### config.mk
export PLATFORM = sky130hd
export DESIGN_NAME = ecsf_top
export DESIGN_NICKNAME = d
export VERILOG_FILES = /design/src/rtl/ecsf_top.v /design/src/rtl/ecsf_octet_match.v
export VERILOG_INCLUDE_DIRS = /design/src /design/src/rtl
export SDC_FILE = /design/constraint.sdc
export NUM_CORES = 1
export LEC_CHECK = 0
export ABC_AREA = 1
export BUFFER_PORTS_ARGS = -buffer_cell sky130_fd_sc_hd__buf_4
export CAP_MARGIN = 20
export CORE_ASPECT_RATIO = 0.6
export CORE_MARGIN = 1
export CORE_UTILIZATION = 40
export DETAILED_ROUTE_END_ITERATION = 10
export GPL_ROUTABILITY_DRIVEN = 0
export PLACE_DENSITY = 0.64
export SLEW_MARGIN = 20
export SYNTH_ARGS = -nofsm -noshare
export SYNTH_HDL_FRONTEND = slang
export SYNTH_SLANG_ARGS = --single-unit
### constraint.sdc
create_clock -name pclk -period 7.4 [get_ports pclk]
set_input_delay 0.74 -clock pclk [delete_from_list [all_inputs] [get_ports pclk]]
set_output_delay 0.74 -clock pclk [all_outputs]
set_load 0.05 [all_outputs]
### src/rtl/ecsf_map.vh
// Functional notes
// RQ1 - value 47808 in any app slot enables BACnet
// RQ2 - all-zero command source rejects every command
// RQ3 - octets three, four: inclusive range, either order
// RQ4 - limit 9999 means single base value only
// RQ5 - octets one, two must match exactly
// RQ6 - loss from all in-range senders trips fault
// RQ7 - interval 9999 disables loss supervision
// RQ8 - interval zero faults on entering network mode
// RQ9 - senders transmit within the check interval
// RQ10 - any reception from master clears check counter
// RQ11 - supervision starts at first network-mode reception
// RQ12 - range must exclude other drives' addresses
// RQ13 - device id limited to 4194302 combined
// RQ14 - link selection accepts only 0 to 4
// RQ15 - link 0 auto, 1-2 100M, 3-4 10M
// RQ16 - filter octets 0-255, all zero disables
// RQ17 - filter limits octets 2-4, 9999 disables
// RQ18 - filter ranges inclusive in either order
// RQ19 - filter, link, command source apply after reset; the code loads them only on the CTRL apply write, and reset restores defaults
// RQ20 - outsiders lose commands, keep filtered traffic
`ifndef ECSF_MAP_VH
`define ECSF_MAP_VH

// register byte offsets
`define ECSF_OFF_APP1 8'h00
`define ECSF_OFF_APP2 8'h04
`define ECSF_OFF_APP3 8'h08
`define ECSF_OFF_APP4 8'h0c
`define ECSF_OFF_LOSS 8'h10
`define ECSF_OFF_CADDR 8'h14
`define ECSF_OFF_C3LIM 8'h18
`define ECSF_OFF_C4LIM 8'h1c
`define ECSF_OFF_FADDR 8'h20
`define ECSF_OFF_F2LIM 8'h24
`define ECSF_OFF_F3LIM 8'h28
`define ECSF_OFF_F4LIM 8'h2c
`define ECSF_OFF_LINK 8'h30
`define ECSF_OFF_IDUP 8'h34
`define ECSF_OFF_IDLO 8'h38
`define ECSF_OFF_CTRL 8'h3c
`define ECSF_OFF_STAT 8'h40
`define ECSF_OFF_LCNT 8'h44

// field positions
`define ECSF_CTRL_APPLY 0
`define ECSF_STAT_FAULT 0
`define ECSF_STAT_SUP 1
`define ECSF_STAT_BAC 2
`define ECSF_STAT_CDEF 3
`define ECSF_STAT_FEN 4

// reset values
`define ECSF_RST_APP1 16'h1389
`define ECSF_RST_APP2 16'hb0b5
`define ECSF_RST_APP3 16'hb0b6
`define ECSF_RST_APP4 16'h270f
`define ECSF_RST_LOSS 14'h0000
`define ECSF_RST_LIM 14'h270f
`define ECSF_RST_ADDR 32'h00000000
`define ECSF_RST_LINK 3'h0
`define ECSF_RST_IDUP 10'h000
`define ECSF_RST_IDLO 14'h0000

// codes and limits
`define ECSF_BAC_PORT 16'hbac0
`define ECSF_OFF_CODE 14'h270f
`define ECSF_LINK_MAX 3'h4
`define ECSF_IDUP_MAX 10'h1a3
`define ECSF_IDLO_MAX 14'h270f
`define ECSF_IDLO_TOP 14'h10ce

// timing: one interval unit is 100 ms
`define ECSF_TICK_MS 100
`define ECSF_CLK_MHZ 50

`endif

### src/rtl/ecsf_top.v
`timescale 1ns/1ns
`include "ecsf_map.vh"
module ecsf_top #(
    parameter TICK_CYCLES = `ECSF_TICK_MS * 1000 * `ECSF_CLK_MHZ
) (
    // clock and reset
    input wire pclk,
    input wire presetn,
    // apb slave
    input wire psel,
    input wire penable,
    input wire pwrite,
    input wire [7:0] paddr,
    input wire [31:0] pwdata,
    output reg [31:0] prdata,
    output reg pready,
    output reg pslverr,
    // drive state
    input wire net_mode,
    input wire cmd_src_ether,
    // received frame
    input wire rx_valid,
    input wire [31:0] rx_src_ip,
    input wire rx_is_cmd,
    // frame verdict
    output wire rx_done,
    output wire rx_pass,
    output wire cmd_pass,
    // supervision and settings
    output wire link_comm_fault,
    output wire output_shutoff,
    output wire bac_ip_en,
    output wire link_autoneg,
    output wire link_100m,
    output wire link_full_duplex
);
    // stored settings
    reg [15:0] app_select_1_ff, app_select_2_ff;
    reg [15:0] app_select_3_ff, app_select_4_ff;
    reg [13:0] loss_check_interval_ff;
    reg [31:0] cmd_src_addr_ff, filter_addr_ff;
    reg [13:0] cmd_src_octet3_limit_ff, cmd_src_octet4_limit_ff;
    reg [13:0] filter_octet2_limit_ff, filter_octet3_limit_ff;
    reg [13:0] filter_octet4_limit_ff;
    reg [2:0] link_speed_duplex_sel_ff;
    reg [9:0] dev_id_upper_ff;
    reg [13:0] dev_id_lower_ff;
    // active copies, loaded only at reset or apply
    reg [31:0] act_caddr_ff, act_faddr_ff;
    reg [13:0] act_c3lim_ff, act_c4lim_ff;
    reg [13:0] act_f2lim_ff, act_f3lim_ff, act_f4lim_ff;
    reg bac_en_ff, autoneg_ff, speed100_ff, full_ff;
    // supervision state
    reg fault_ff, sup_ff;
    reg [31:0] tick_ff;
    reg [13:0] loss_cnt_ff;
    // verdict
    reg done_ff, pass_ff, cmd_ff;
    wire acc, resp, wr_fire, apply;
    reg hit, wr_ok;
    reg [31:0] rdata;

    assign acc = psel & penable;
    assign resp = acc & ~pready;
    assign wr_fire = acc & pready & pwrite & ~pslverr;
    assign apply = wr_fire & (paddr == `ECSF_OFF_CTRL) &
                   pwdata[`ECSF_CTRL_APPLY];

    // address decode, write check and read mux
    always @* begin
        hit = 1'b1;
        wr_ok = 1'b1;
        rdata = 32'h00000000;
        if (paddr == `ECSF_OFF_APP1) begin
            rdata = {16'h0000, app_select_1_ff};
            wr_ok = (pwdata[31:16] == 16'h0000);
        end else if (paddr == `ECSF_OFF_APP2) begin
            rdata = {16'h0000, app_select_2_ff};
            wr_ok = (pwdata[31:16] == 16'h0000);
        end else if (paddr == `ECSF_OFF_APP3) begin
            rdata = {16'h0000, app_select_3_ff};
            wr_ok = (pwdata[31:16] == 16'h0000);
        end else if (paddr == `ECSF_OFF_APP4) begin
            rdata = {16'h0000, app_select_4_ff};
            wr_ok = (pwdata[31:16] == 16'h0000);
        end else if (paddr == `ECSF_OFF_LOSS) begin
            rdata = {18'h00000, loss_check_interval_ff};
            wr_ok = (pwdata[31:14] == 18'h00000) &&
                    (pwdata[13:0] <= `ECSF_OFF_CODE);
        end else if (paddr == `ECSF_OFF_CADDR) begin
            rdata = cmd_src_addr_ff;
        end else if (paddr == `ECSF_OFF_C3LIM) begin
            rdata = {18'h00000, cmd_src_octet3_limit_ff};
            wr_ok = (pwdata[31:8] == 24'h000000) ||
                    (pwdata == {18'h00000, `ECSF_OFF_CODE});
        end else if (paddr == `ECSF_OFF_C4LIM) begin
            rdata = {18'h00000, cmd_src_octet4_limit_ff};
            wr_ok = (pwdata[31:8] == 24'h000000) ||
                    (pwdata == {18'h00000, `ECSF_OFF_CODE});
        end else if (paddr == `ECSF_OFF_FADDR) begin
            rdata = filter_addr_ff; // RQ16
        end else if (paddr == `ECSF_OFF_F2LIM) begin
            rdata = {18'h00000, filter_octet2_limit_ff};
            wr_ok = (pwdata[31:8] == 24'h000000) ||
                    (pwdata == {18'h00000, `ECSF_OFF_CODE}); // RQ17
        end else if (paddr == `ECSF_OFF_F3LIM) begin
            rdata = {18'h00000, filter_octet3_limit_ff};
            wr_ok = (pwdata[31:8] == 24'h000000) ||
                    (pwdata == {18'h00000, `ECSF_OFF_CODE}); // RQ17
        end else if (paddr == `ECSF_OFF_F4LIM) begin
            rdata = {18'h00000, filter_octet4_limit_ff};
            wr_ok = (pwdata[31:8] == 24'h000000) ||
                    (pwdata == {18'h00000, `ECSF_OFF_CODE}); // RQ17
        end else if (paddr == `ECSF_OFF_LINK) begin
            rdata = {29'h00000000, link_speed_duplex_sel_ff};
            wr_ok = (pwdata[31:3] == 29'h00000000) &&
                    (pwdata[2:0] <= `ECSF_LINK_MAX); // RQ14
        end else if (paddr == `ECSF_OFF_IDUP) begin
            rdata = {22'h000000, dev_id_upper_ff};
            wr_ok = (pwdata[31:10] == 22'h000000) &&
                    (pwdata[9:0] <= `ECSF_IDUP_MAX) &&
                    !((pwdata[9:0] == `ECSF_IDUP_MAX) &&
                      (dev_id_lower_ff > `ECSF_IDLO_TOP)); // RQ13
        end else if (paddr == `ECSF_OFF_IDLO) begin
            rdata = {18'h00000, dev_id_lower_ff};
            wr_ok = (pwdata[31:14] == 18'h00000) &&
                    (pwdata[13:0] <= `ECSF_IDLO_MAX) &&
                    !((dev_id_upper_ff == `ECSF_IDUP_MAX) &&
                      (pwdata[13:0] > `ECSF_IDLO_TOP)); // RQ13
        end else if (paddr == `ECSF_OFF_CTRL) begin
            rdata = 32'h00000000;
        end else if (paddr == `ECSF_OFF_STAT) begin
            rdata = {27'h0000000, (act_faddr_ff != 32'h00000000),
                     (act_caddr_ff != 32'h00000000), bac_en_ff,
                     sup_ff, fault_ff};
            wr_ok = 1'b0;
        end else if (paddr == `ECSF_OFF_LCNT) begin
            rdata = {18'h00000, loss_cnt_ff};
            wr_ok = 1'b0;
        end else begin
            hit = 1'b0;
            wr_ok = 1'b0;
        end
    end

    // apb answer: one wait state, outputs registered
    always @(posedge pclk or negedge presetn) begin
        if (!presetn) begin
            pready <= 1'b0;
            pslverr <= 1'b0;
            prdata <= 32'h00000000;
        end else if (resp) begin
            pready <= 1'b1;
            pslverr <= ~hit | (pwrite & ~wr_ok);
            prdata <= pwrite ? 32'h00000000 : rdata;
        end else begin
            pready <= 1'b0;
            pslverr <= 1'b0;
        end
    end

    // stored settings: rejected writes leave the old value
    always @(posedge pclk or negedge presetn) begin
        if (!presetn) begin
            app_select_1_ff <= `ECSF_RST_APP1;
            app_select_2_ff <= `ECSF_RST_APP2;
            app_select_3_ff <= `ECSF_RST_APP3;
            app_select_4_ff <= `ECSF_RST_APP4;
            loss_check_interval_ff <= `ECSF_RST_LOSS;
            cmd_src_addr_ff <= `ECSF_RST_ADDR;
            cmd_src_octet3_limit_ff <= `ECSF_RST_LIM;
            cmd_src_octet4_limit_ff <= `ECSF_RST_LIM;
            filter_addr_ff <= `ECSF_RST_ADDR;
            filter_octet2_limit_ff <= `ECSF_RST_LIM;
            filter_octet3_limit_ff <= `ECSF_RST_LIM;
            filter_octet4_limit_ff <= `ECSF_RST_LIM;
            link_speed_duplex_sel_ff <= `ECSF_RST_LINK;
            dev_id_upper_ff <= `ECSF_RST_IDUP;
            dev_id_lower_ff <= `ECSF_RST_IDLO;
        end else if (wr_fire) begin
            if (paddr == `ECSF_OFF_APP1) begin
                app_select_1_ff <= pwdata[15:0];
            end else if (paddr == `ECSF_OFF_APP2) begin
                app_select_2_ff <= pwdata[15:0];
            end else if (paddr == `ECSF_OFF_APP3) begin
                app_select_3_ff <= pwdata[15:0];
            end else if (paddr == `ECSF_OFF_APP4) begin
                app_select_4_ff <= pwdata[15:0];
            end else if (paddr == `ECSF_OFF_LOSS) begin
                loss_check_interval_ff <= pwdata[13:0];
            end else if (paddr == `ECSF_OFF_CADDR) begin
                cmd_src_addr_ff <= pwdata;
            end else if (paddr == `ECSF_OFF_C3LIM) begin
                cmd_src_octet3_limit_ff <= pwdata[13:0];
            end else if (paddr == `ECSF_OFF_C4LIM) begin
                cmd_src_octet4_limit_ff <= pwdata[13:0];
            end else if (paddr == `ECSF_OFF_FADDR) begin
                filter_addr_ff <= pwdata;
            end else if (paddr == `ECSF_OFF_F2LIM) begin
                filter_octet2_limit_ff <= pwdata[13:0];
            end else if (paddr == `ECSF_OFF_F3LIM) begin
                filter_octet3_limit_ff <= pwdata[13:0];
            end else if (paddr == `ECSF_OFF_F4LIM) begin
                filter_octet4_limit_ff <= pwdata[13:0];
            end else if (paddr == `ECSF_OFF_LINK) begin
                link_speed_duplex_sel_ff <= pwdata[2:0];
            end else if (paddr == `ECSF_OFF_IDUP) begin
                dev_id_upper_ff <= pwdata[9:0];
            end else if (paddr == `ECSF_OFF_IDLO) begin
                dev_id_lower_ff <= pwdata[13:0];
            end
        end
    end

    // the apply write copies settings in; a write to a stored
    // register in the same cycle is not yet seen
    always @(posedge pclk or negedge presetn) begin
        if (!presetn) begin
            act_caddr_ff <= `ECSF_RST_ADDR;
            act_c3lim_ff <= `ECSF_RST_LIM;
            act_c4lim_ff <= `ECSF_RST_LIM;
            act_faddr_ff <= `ECSF_RST_ADDR;
            act_f2lim_ff <= `ECSF_RST_LIM;
            act_f3lim_ff <= `ECSF_RST_LIM;
            act_f4lim_ff <= `ECSF_RST_LIM;
            bac_en_ff <= 1'b0;
            autoneg_ff <= 1'b1;
            speed100_ff <= 1'b0;
            full_ff <= 1'b0;
        end else if (apply) begin // RQ19
            act_caddr_ff <= cmd_src_addr_ff;
            act_c3lim_ff <= cmd_src_octet3_limit_ff;
            act_c4lim_ff <= cmd_src_octet4_limit_ff;
            act_faddr_ff <= filter_addr_ff;
            act_f2lim_ff <= filter_octet2_limit_ff;
            act_f3lim_ff <= filter_octet3_limit_ff;
            act_f4lim_ff <= filter_octet4_limit_ff;
            bac_en_ff <= (app_select_1_ff == `ECSF_BAC_PORT) |
                         (app_select_2_ff == `ECSF_BAC_PORT) |
                         (app_select_3_ff == `ECSF_BAC_PORT) |
                         (app_select_4_ff == `ECSF_BAC_PORT); // RQ1
            autoneg_ff <= (link_speed_duplex_sel_ff == 3'h0); // RQ15
            speed100_ff <= (link_speed_duplex_sel_ff == 3'h1) |
                           (link_speed_duplex_sel_ff == 3'h2); // RQ15
            full_ff <= (link_speed_duplex_sel_ff == 3'h1) |
                       (link_speed_duplex_sel_ff == 3'h3); // RQ15
        end
    end

    // sender address checks
    wire c3_hit, c4_hit, f2_hit, f3_hit, f4_hit;
    wire c_def, c_in, f_ok;
    ecsf_octet_match u_c3 (.base(act_caddr_ff[15:8]), .limit(act_c3lim_ff),
        .val(rx_src_ip[15:8]), .hit(c3_hit));
    ecsf_octet_match u_c4 (.base(act_caddr_ff[7:0]), .limit(act_c4lim_ff),
        .val(rx_src_ip[7:0]), .hit(c4_hit));
    ecsf_octet_match u_f2 (.base(act_faddr_ff[23:16]), .limit(act_f2lim_ff),
        .val(rx_src_ip[23:16]), .hit(f2_hit));
    ecsf_octet_match u_f3 (.base(act_faddr_ff[15:8]), .limit(act_f3lim_ff),
        .val(rx_src_ip[15:8]), .hit(f3_hit));
    ecsf_octet_match u_f4 (.base(act_faddr_ff[7:0]), .limit(act_f4lim_ff),
        .val(rx_src_ip[7:0]), .hit(f4_hit));

    assign c_def = (act_caddr_ff != 32'h00000000); // RQ2
    assign c_in = c_def & (rx_src_ip[31:16] == act_caddr_ff[31:16]) &
                  c3_hit & c4_hit; // RQ5
    assign f_ok = (act_faddr_ff == 32'h00000000) |
                  ((rx_src_ip[31:24] == act_faddr_ff[31:24]) &
                   f2_hit & f3_hit & f4_hit); // RQ16

    // verdict one cycle after the frame strobe
    always @(posedge pclk or negedge presetn) begin
        if (!presetn) begin
            done_ff <= 1'b0;
            pass_ff <= 1'b0;
            cmd_ff <= 1'b0;
        end else begin
            done_ff <= rx_valid;
            pass_ff <= rx_valid & f_ok;
            cmd_ff <= rx_valid & f_ok & rx_is_cmd & c_in; // RQ2 RQ20
        end
    end

    // signal-loss supervision
    wire net_ether, sup_off, heard, tick;
    assign net_ether = net_mode & cmd_src_ether;
    assign sup_off = (loss_check_interval_ff == `ECSF_OFF_CODE); // RQ7
    assign heard = rx_valid & f_ok & c_in; // RQ6
    assign tick = (tick_ff == TICK_CYCLES - 1);

    always @(posedge pclk or negedge presetn) begin
        if (!presetn) begin
            sup_ff <= 1'b0;
            tick_ff <= 32'h00000000;
            loss_cnt_ff <= 14'h0000;
        end else if (!net_ether || sup_off || apply ||
                     loss_check_interval_ff == 14'h0000) begin
            sup_ff <= 1'b0;
            tick_ff <= 32'h00000000;
            loss_cnt_ff <= 14'h0000;
        end else if (heard) begin
            sup_ff <= 1'b1; // RQ11
            tick_ff <= 32'h00000000; // RQ10
            loss_cnt_ff <= 14'h0000; // RQ10
        end else if (sup_ff) begin
            // count in 100 ms units to keep the counter narrow
            tick_ff <= tick ? 32'h00000000 : tick_ff + 32'h00000001;
            // a shrunk interval must not let the count run past it
            if (tick && loss_cnt_ff < loss_check_interval_ff) begin
                loss_cnt_ff <= loss_cnt_ff + 14'h0001;
            end
        end
    end

    // fault is held until the next apply; a new trip beats the clear
    always @(posedge pclk or negedge presetn) begin
        if (!presetn) begin
            fault_ff <= 1'b0;
        end else if (net_mode && loss_check_interval_ff == 14'h0000) begin
            fault_ff <= 1'b1; // RQ8
        end else if (sup_ff && !sup_off &&
                     loss_cnt_ff >= loss_check_interval_ff) begin
            fault_ff <= 1'b1; // RQ6
        end else if (apply) begin
            fault_ff <= 1'b0;
        end
    end

    assign rx_done = done_ff;
    assign rx_pass = pass_ff;
    assign cmd_pass = cmd_ff;
    assign link_comm_fault = fault_ff;
    assign output_shutoff = fault_ff;
    assign bac_ip_en = bac_en_ff;
    assign link_autoneg = autoneg_ff;
    assign link_100m = speed100_ff;
    assign link_full_duplex = full_ff;
endmodule

### src/rtl/ecsf_octet_match.v
`timescale 1ns/1ns
`include "ecsf_map.vh"
module ecsf_octet_match (
    // settings
    input wire [7:0] base,
    input wire [13:0] limit,
    // sender octet
    input wire [7:0] val,
    // verdict
    output wire hit
);
    wire lim_off;
    wire [7:0] lim8;
    wire [7:0] lo;
    wire [7:0] hi;

    assign lim_off = (limit == `ECSF_OFF_CODE); // RQ4 RQ17
    assign lim8 = limit[7:0];
    // order of base and limit is free
    assign lo = (base < lim8) ? base : lim8; // RQ3 RQ18
    assign hi = (base < lim8) ? lim8 : base; // RQ3 RQ18
    assign hit = lim_off ? (val == base) : ((val >= lo) && (val <= hi));
endmodule

==> summary.md, run 1 <==
| Metric | Value |
|---|---|
| Cts hold-fix bufs | 0 |
| DR vias/cell | between 5 and 6 |
| Critical path buffer and inverter count | 3 |
| Clk_lat worst skew | 0.58 ns |
| Crit-path most repeated cell | nand2_1 |
| Synth top area cells | dfrtp_1, nand2_1, dfstp_2 |
| Internal power | approximately 4 mW |
| Die Area | 0.0664 sq mm |
| Setup slack after layout | 2.77 ns |
| # port buffers | 123 |
| Compound-gate portion of the synthesized area | 14.0% |
| Clock power share | 46.5% |
| Unrepaired setup endpoints after global routing | false |
| Cell Pwr Density | 180 mW/mm^2 |
| Synthesis-to-finish area growth | 12.0% |
| First-pass GRT wire length | 131 mm |
| Switch Pwr | around 1.3 mW |
| CTS H-Tree Depth | 2 |
| Post-CTS sizing | 0 |
| Detailed-route via count | about 24000 |
| Drt first pass iters | 5 |
| Setup CP Type | flop to flop |
| Max Cap Viol | 0 |
| Max-Slew Margin vs Limit | 27.8% |
| CTS Root Cell | clkbuf_16 |
| Grt ovf | 0 |
| Clock Pin Slew Worst Setup and Hold Paths | approximately 0.060 ns |
| DP HPWL | roughly 61 mm |
| Worst setup SP type | flop |
| Post-Synth Adder-Cell Area | around 6.3% |
| Vias in the first global route | 21300 |
| CP peak stage delay | 0.54 ns |
| Pre-CTS setup slack | 2.84 ns |
| Worst Path Max Fanout | 55 |
| Synthesized instance count | 3387 |
| Worst path required time | slightly below 8 ns |
| Mux share of post-synthesis cell area | 0% |
| Final hold viol count | 0 |
| Setup bufs post-CTS | 0 |
| Asr flop ratio synth | 100% |
| Mean post-synth cell area | 7.72 sq um |
| Slowest cell on crit path | dfstp_2 |
| Synth unique cells | between 40 and 50 |
| Post-synth EDFFs | 0 |
| Area fraction of the dominant cell type after synthesis | roughly a third |
| Initial cell density of the core | approximately 41% |
| Seq pwr share | 48.2% |
| Min Tclk post-route | 4.63 ns |
| Max Clk Rate | roughly 220 MHz |
| Starting DRT DRC Count | around 3100 |
| IO Count | 124 |
| Total CTS buffers | 46 |
| Sw frac | 23.8% |
| Register area share after synthesis | 44.7% |
| Status | finished clean |
| ANT nets after route | 0 |
| Fin crit share | 62.6% |
| CP cell instances | inv_1, ha_1, a21boi_0, o211ai_1, nand2_1, nand3_1, nand2_1, a21oi_1, o21bai_1, buf_4, o21ai_0, ha_1, nand2_1, o21ai_0, a21oi_1, o21ai_0, nand2_1, nand4_1, nand2_1, nand3_2, buf_4, nand4_1, nand2_1 |
| Hold Crit Class | input pin to asynchronous set/reset pin |
| Initial antenna violation count | 4 |
| Leakage power | 13.8 nW |
| Die W | around 330 um |
| Worst Max-Slew Pin Slew | ~1.1 ns |
| Xor and xnor area share after synthesis | 3.11% |
| Simple-gate share of the synthesized area | 25.1% |
| CTS tree | built |
| Setup TNS | 0 ns |
| Clock Tree Buf Depth | 3 |
| WHS | 0.140 ns |
| Wirelength per Cell | 19.6 um |
| # DRC | 0 |
| Main combinational cell family by area after synthesis | simple AND/OR/NAND/NOR gates |
| Core footprint | 0.0645 sq mm |
| Crit path max-delay family | simple AND/OR/NAND/NOR gates |
| Crit path arrival time | 5.14 ns |
| Slew Limit Fails | 0 |
| Clock skew | 0.0228 ns |
| Gate power share | around 5.4% |
| VDD IR-drop max | 0.199 mV |
| Die H | 200 um |
| Setup violations, final | 0 |
| Largest net degree at the start of global routing | 186 |
| Nets@finish | about 3600 |
| Crit end category | flop |
| Global Route Usage Sum | 25.4% |
| Drt total wl | 84.5 mm |
| Most frequent cell after synthesis | nand2_1 |
| Share of cells above drive strength 1 | 10.5% |
| Synth warn | 0 |
| Top cells by count, synth | nand2_1, o21ai_0, dfrtp_1 |
| Area leader, netlist | dfrtp_1 |
| Fillcell total | 6398 |
| Synthesized area | 0.0262 sq mm |
| Synth Register Bits | 462 |
| Clock sink total | 462 |
| Net Count, Synth | roughly 3600 |
| Top FF cell, synth | dfrtp_1 |
| Row count | 72 |
## stage by stage
step,cells,power [mW],util (%),area (sq um)
3_5_place_dp,4227,2.87,43.0,27700
2_1_floorplan,3387,2.70,-,26200
4_1_cts,4312,5.31,45.4,29300
6_report,4313,5.28,45.4,29300
5_1_grt,4312,5.45,45.4,29300
3_3_place_gp,4227,2.87,43.0,27700
## area by class of cell
cell class	instances	area (sq um)	share of cell area, %
inverters	296	1110	3.80
flip-flops and latches	462	11700	40.0
clock inverters	12	181	0.620
well taps	851	1060	3.64
multi-input cells	2472	12700	43.4
clock buffers	73	1360	4.66
repair buffers	146	1140	3.90
diodes	1	2.50	0.00855
## worst paths after layout
check                           cells past startpoint  slack [ns]                  to       startpoint
worst max-delay path                               23        2.77         tick_ff[17]  act_f4lim_ff[1]
worst min-delay path                                1        0.14    act_c3lim_ff[11]          presetn
worst max register to register                     23        2.77         tick_ff[17]  act_f4lim_ff[1]
worst min register to register                      2        0.47     act_c3lim_ff[8]  act_c3lim_ff[8]
max in group asynchronous                           2        5.90  app_select_4_ff[6]          presetn
min in group pclk                                   1        0.32             rx_done         rx_valid
## power by group through the flow
stage,logic [mW],clock network [mW],registers [mW]
after floorplan,0.101,0,2.60
after global placement,0.281,0,2.59
after detailed placement,0.282,0,2.59
after CTS,0.283,2.48,2.54
after global routing,0.314,2.59,2.54
final,0.284,2.45,2.54
## cells in the final DEF (no fill, tap or decap), drive strengths merged, types with 3 or more instances in the layout
cell type / count
o22ai: 27
dfstp: 111
buf: 146
inv: 294
o21bai: 3
clkinv: 9
o211ai: 10
a21o: 4
xor2: 50
dfrtp: 351
ha: 131
bufinv: 4
or2: 6
a21boi: 7
and3: 3
xnor2: 43
nor2: 229
o21ai: 443
a21oi: 164
o2111ai: 9
o31ai: 15
nor3: 54
nand4: 146
clkbuf: 73
nor4: 25
nand3: 91
nand2: 998
## cell families (layout without fill, tap and decap cells)
kind of cell             after synthesis  count (layout)
AND/OR/NAND/NOR                     1556            1556
AO/OA/AOI/OAI                        692             692
flip-flops                           462             462
buffers and inverters                453             527
adder cells (fa/ha/maj)              131             131
XOR/XNOR                              93              93
other                                  0               1
## state kept, by name, indices dropped and copies added (netlist names), 16 cells and up
register	flops
act_caddr_ff	32
act_faddr_ff	32
app_select_1_ff	16
app_select_2_ff	16
app_select_3_ff	16
app_select_4_ff	16
cmd_src_addr_ff	32
filter_addr_ff	32
prdata	32
tick_ff	32
## routing by layer
layer / vias up / GRT usage [%] / wire length (um)
met5: - / 0 / 0
met4: 0 / 3.91 / 1070
met3: 81 / 7.31 / 9830
met2: 1065 / 33.2 / 32100
met1: 11200 / 40.8 / 41400
li1: 11300 / - / -
Power figures use the tool's default switching activity.
==> inputs of run 2 (changes only) <==
- PLACE_DENSITY: 0.64 -> 0.66
- clock period: 7.4 -> 4.03 ns (I/O delays scaled with it)
==> summary.md, run 2 (same netlist as run 1, synthesis figures left out) <==
| Metric | Value |
|---|---|
| Core footprint | 0.0645 sq mm |
| Wirelength per Cell | 19.9 um |
| Final hold viol count | 0 |
| Met3 Wirelength | 10.6 mm |
| R2r setup slk | between 0.015 and 0.02 ns |
| Global Route Usage Sum | 25.7% |
| WHS | 0.0757 ns |
| Max Cap Viol | 0 |
| Share of cells above drive strength 1 | 13.4% |
| Top routing layer in use | met4 |
| CTS H-Tree Depth | 2 |
| Path length in cells of the critical path | 26 |
| Worst R2R Start | act_f4lim_ff[1] |
| DR vias/cell | between 5 and 6 |
| CP startpoint | act_f4lim_ff[1] |
| Leakage power | 14.3 nW |
| Die H | 200 um |
| Crit path max-delay family | simple AND/OR/NAND/NOR gates |
| Crit-path most repeated cell | nand2_1 |
| Worst Path Max Fanout | 20 |
| DP HPWL | ~62 mm |
| Largest net degree at the start of global routing | 106 |
| Initial cell density of the core | 40.5% |
| Worst Max-Slew Pin Slew | 1.11 ns |
| Slew Limit Fails | 0 |
| Slowest cell on crit path | dfstp_2 |
| Worst path required time | 4.50 ns |
| Nets@finish | 3691 |
| Die Area | 0.0664 sq mm |
| CTS Root Cell | clkbuf_16 |
| IO Count | 124 |
| Die W | approximately 330 um |
| First-pass GRT wire length | 133 mm |
| Clock Pin Slew Worst Setup and Hold Paths | 0.06 ns |
| Clock Tree Buf Depth | 3 |
| # DRC | 0 |
| Wl on met1 | 42.1 mm |
| Setup violations, final | 0 |
| Detailed-route via count | 24100 |
| Critical path buffer and inverter count | 4 |
| Depth of the most critical reg-to-reg path | 26 |
| Status | finished clean |
| Synthesis-to-finish area growth | 15.6% |
| CTS tree | built |
| Crit end category | flop |
| Post-route design area | 0.0302 sq mm |
| Finished Layout Cells | 4370 |
| Reg-to-reg critical path endpoint | tick_ff[30] |
| Worst setup SP type | flop |
| Row count | roughly 70 |
| Clock sink total | 462 |
| Most common cell after layout, fill and taps aside | nand2_1 |
| CP peak stage delay | 0.57 ns |
| Hold Crit Class | input pin to flop |
| Worst setup path endpoint | tick_ff[30] |
| Placed inst area | 0.0281 sq mm |
| Min Tclk post-route | between 4 and 5 ns |
| Final core occ | 46.9% |
| Final Power | just under 10 mW |
| Total CTS buffers | 47 |
| Cell Pwr Density | 327 mW/mm^2 |
| Post-placement cell count | 4263 |
| Initial antenna violation count | 1 |
| # port buffers | about 120 |
| Grt ovf | 0 |
| VDD IR-drop max | roughly 0.29 mV |
| Fin crit share | between 90% and 100% |
| Most frequent cells in the layout | nand2_1, o21ai_0, dfrtp_1 |
| Max-Slew Margin vs Limit | 25.6% |
| Met2 routed WL | 32.8 mm |
| Drt first pass iters | 7 |
| Crit path arrival time | between 4 and 5 ns |
| Max Clk Rate | 249 MHz |
| Starting DRT DRC Count | between 2000 and 3000 |
| ANT nets after route | 0 |
| Unrepaired setup endpoints after global routing | true |
| Clock skew | 0.0269 ns |
| Setup CP Type | flop to flop |
| Clk_lat worst skew | 0.59 ns |
| Vias in the first global route | 21900 |
| Drt total wl | approximately 87 mm |
==> run 2: cell count changes in the layout (fill, tap and decap cells not counted), moves of 9 or more <==
cell,previous run,this run
a21oi_1,164,154
a21oi_2,0,10
buf_4,142,176
clkbuf_1,17,5
nand2_1,994,984
nand2_2,3,12
o21ai_0,417,397
o21ai_1,26,40
==> run 2: repair_timing <==
action / 4_1_cts / 5_1_grt
endpoints found under the hold margin: 40 / 0
endpoints found under the setup margin: 39 / 48
setup buffers: 0 / 6
cloned: 0 / 10
hold buffers: 2 / 0
pin swaps: 0 / 15
gates resized for setup: 1 / 74
==> run 2: per-stage QoR <==
step,setup TNS [ns],setup slack [ns]
after floorplan,0,0.433
after detailed placement,0,0.00166
final,0,0.0166
after global routing,-6.46,-0.179
after global placement,0,0.146
after CTS,0,0.0202
==> run 2: cell type report <==
class / instances / area (sq um)
fillers: 6335 / 34300
multi-input cells: 2472 / 12900
flip-flops and latches: 462 / 11700
repair buffers: 200 / 1800
clock buffers: 64 / 1360
inverters: 296 / 1110
well taps: 851 / 1060
clock inverters: 23 / 272
diodes: 2 / 5.00
==> run 2: worst register-to-register path: cells and delay by family (launching register included) <==
family	cells	cell delay, ns
AOI/OAI and AO/OA	7	0.88
adders and majority gates	2	0.52
buffers and inverters	4	0.60
DFF	1	0.57
and+or+nand+nor	13	1.34
==> run 2: report_power, final <==
| group | internal [mW] | switching, mW | leakage (nW) |
|---|---|---|---|
| logic | 0.161 | 0.387 | 7.68 |
| registers | 4.66 | 0.0127 | 5.81 |
| clock network | 2.70 | 1.98 | 0.802 |
| total | 7.52 | 2.38 | 14.3 |
==> run 2: metal layers <==
layer / track usage, % / up-vias
met5: 0.213 / -
met2: 33.8 / 1178
met4: 4.20 / 0
met1: 40.7 / 11400
met3: 7.70 / 116
li1: - / 11500
==> run 2: how the worst min path moves through the flow <==
stage | slack [ns] | to | start | cells past startpoint
finish | 0.08 | cmd_pass | rx_is_cmd | 2
global route | 0.07 | cmd_pass | rx_is_cmd | 2
CTS | 0.06 | cmd_pass | rx_is_cmd | 2
detailed placement | 0.39 | act_caddr_ff[14] | presetn | 1
global placement | 0.39 | act_caddr_ff[14] | presetn | 1
floorplan | 0.11 | act_c3lim_ff[11] | presetn | 0
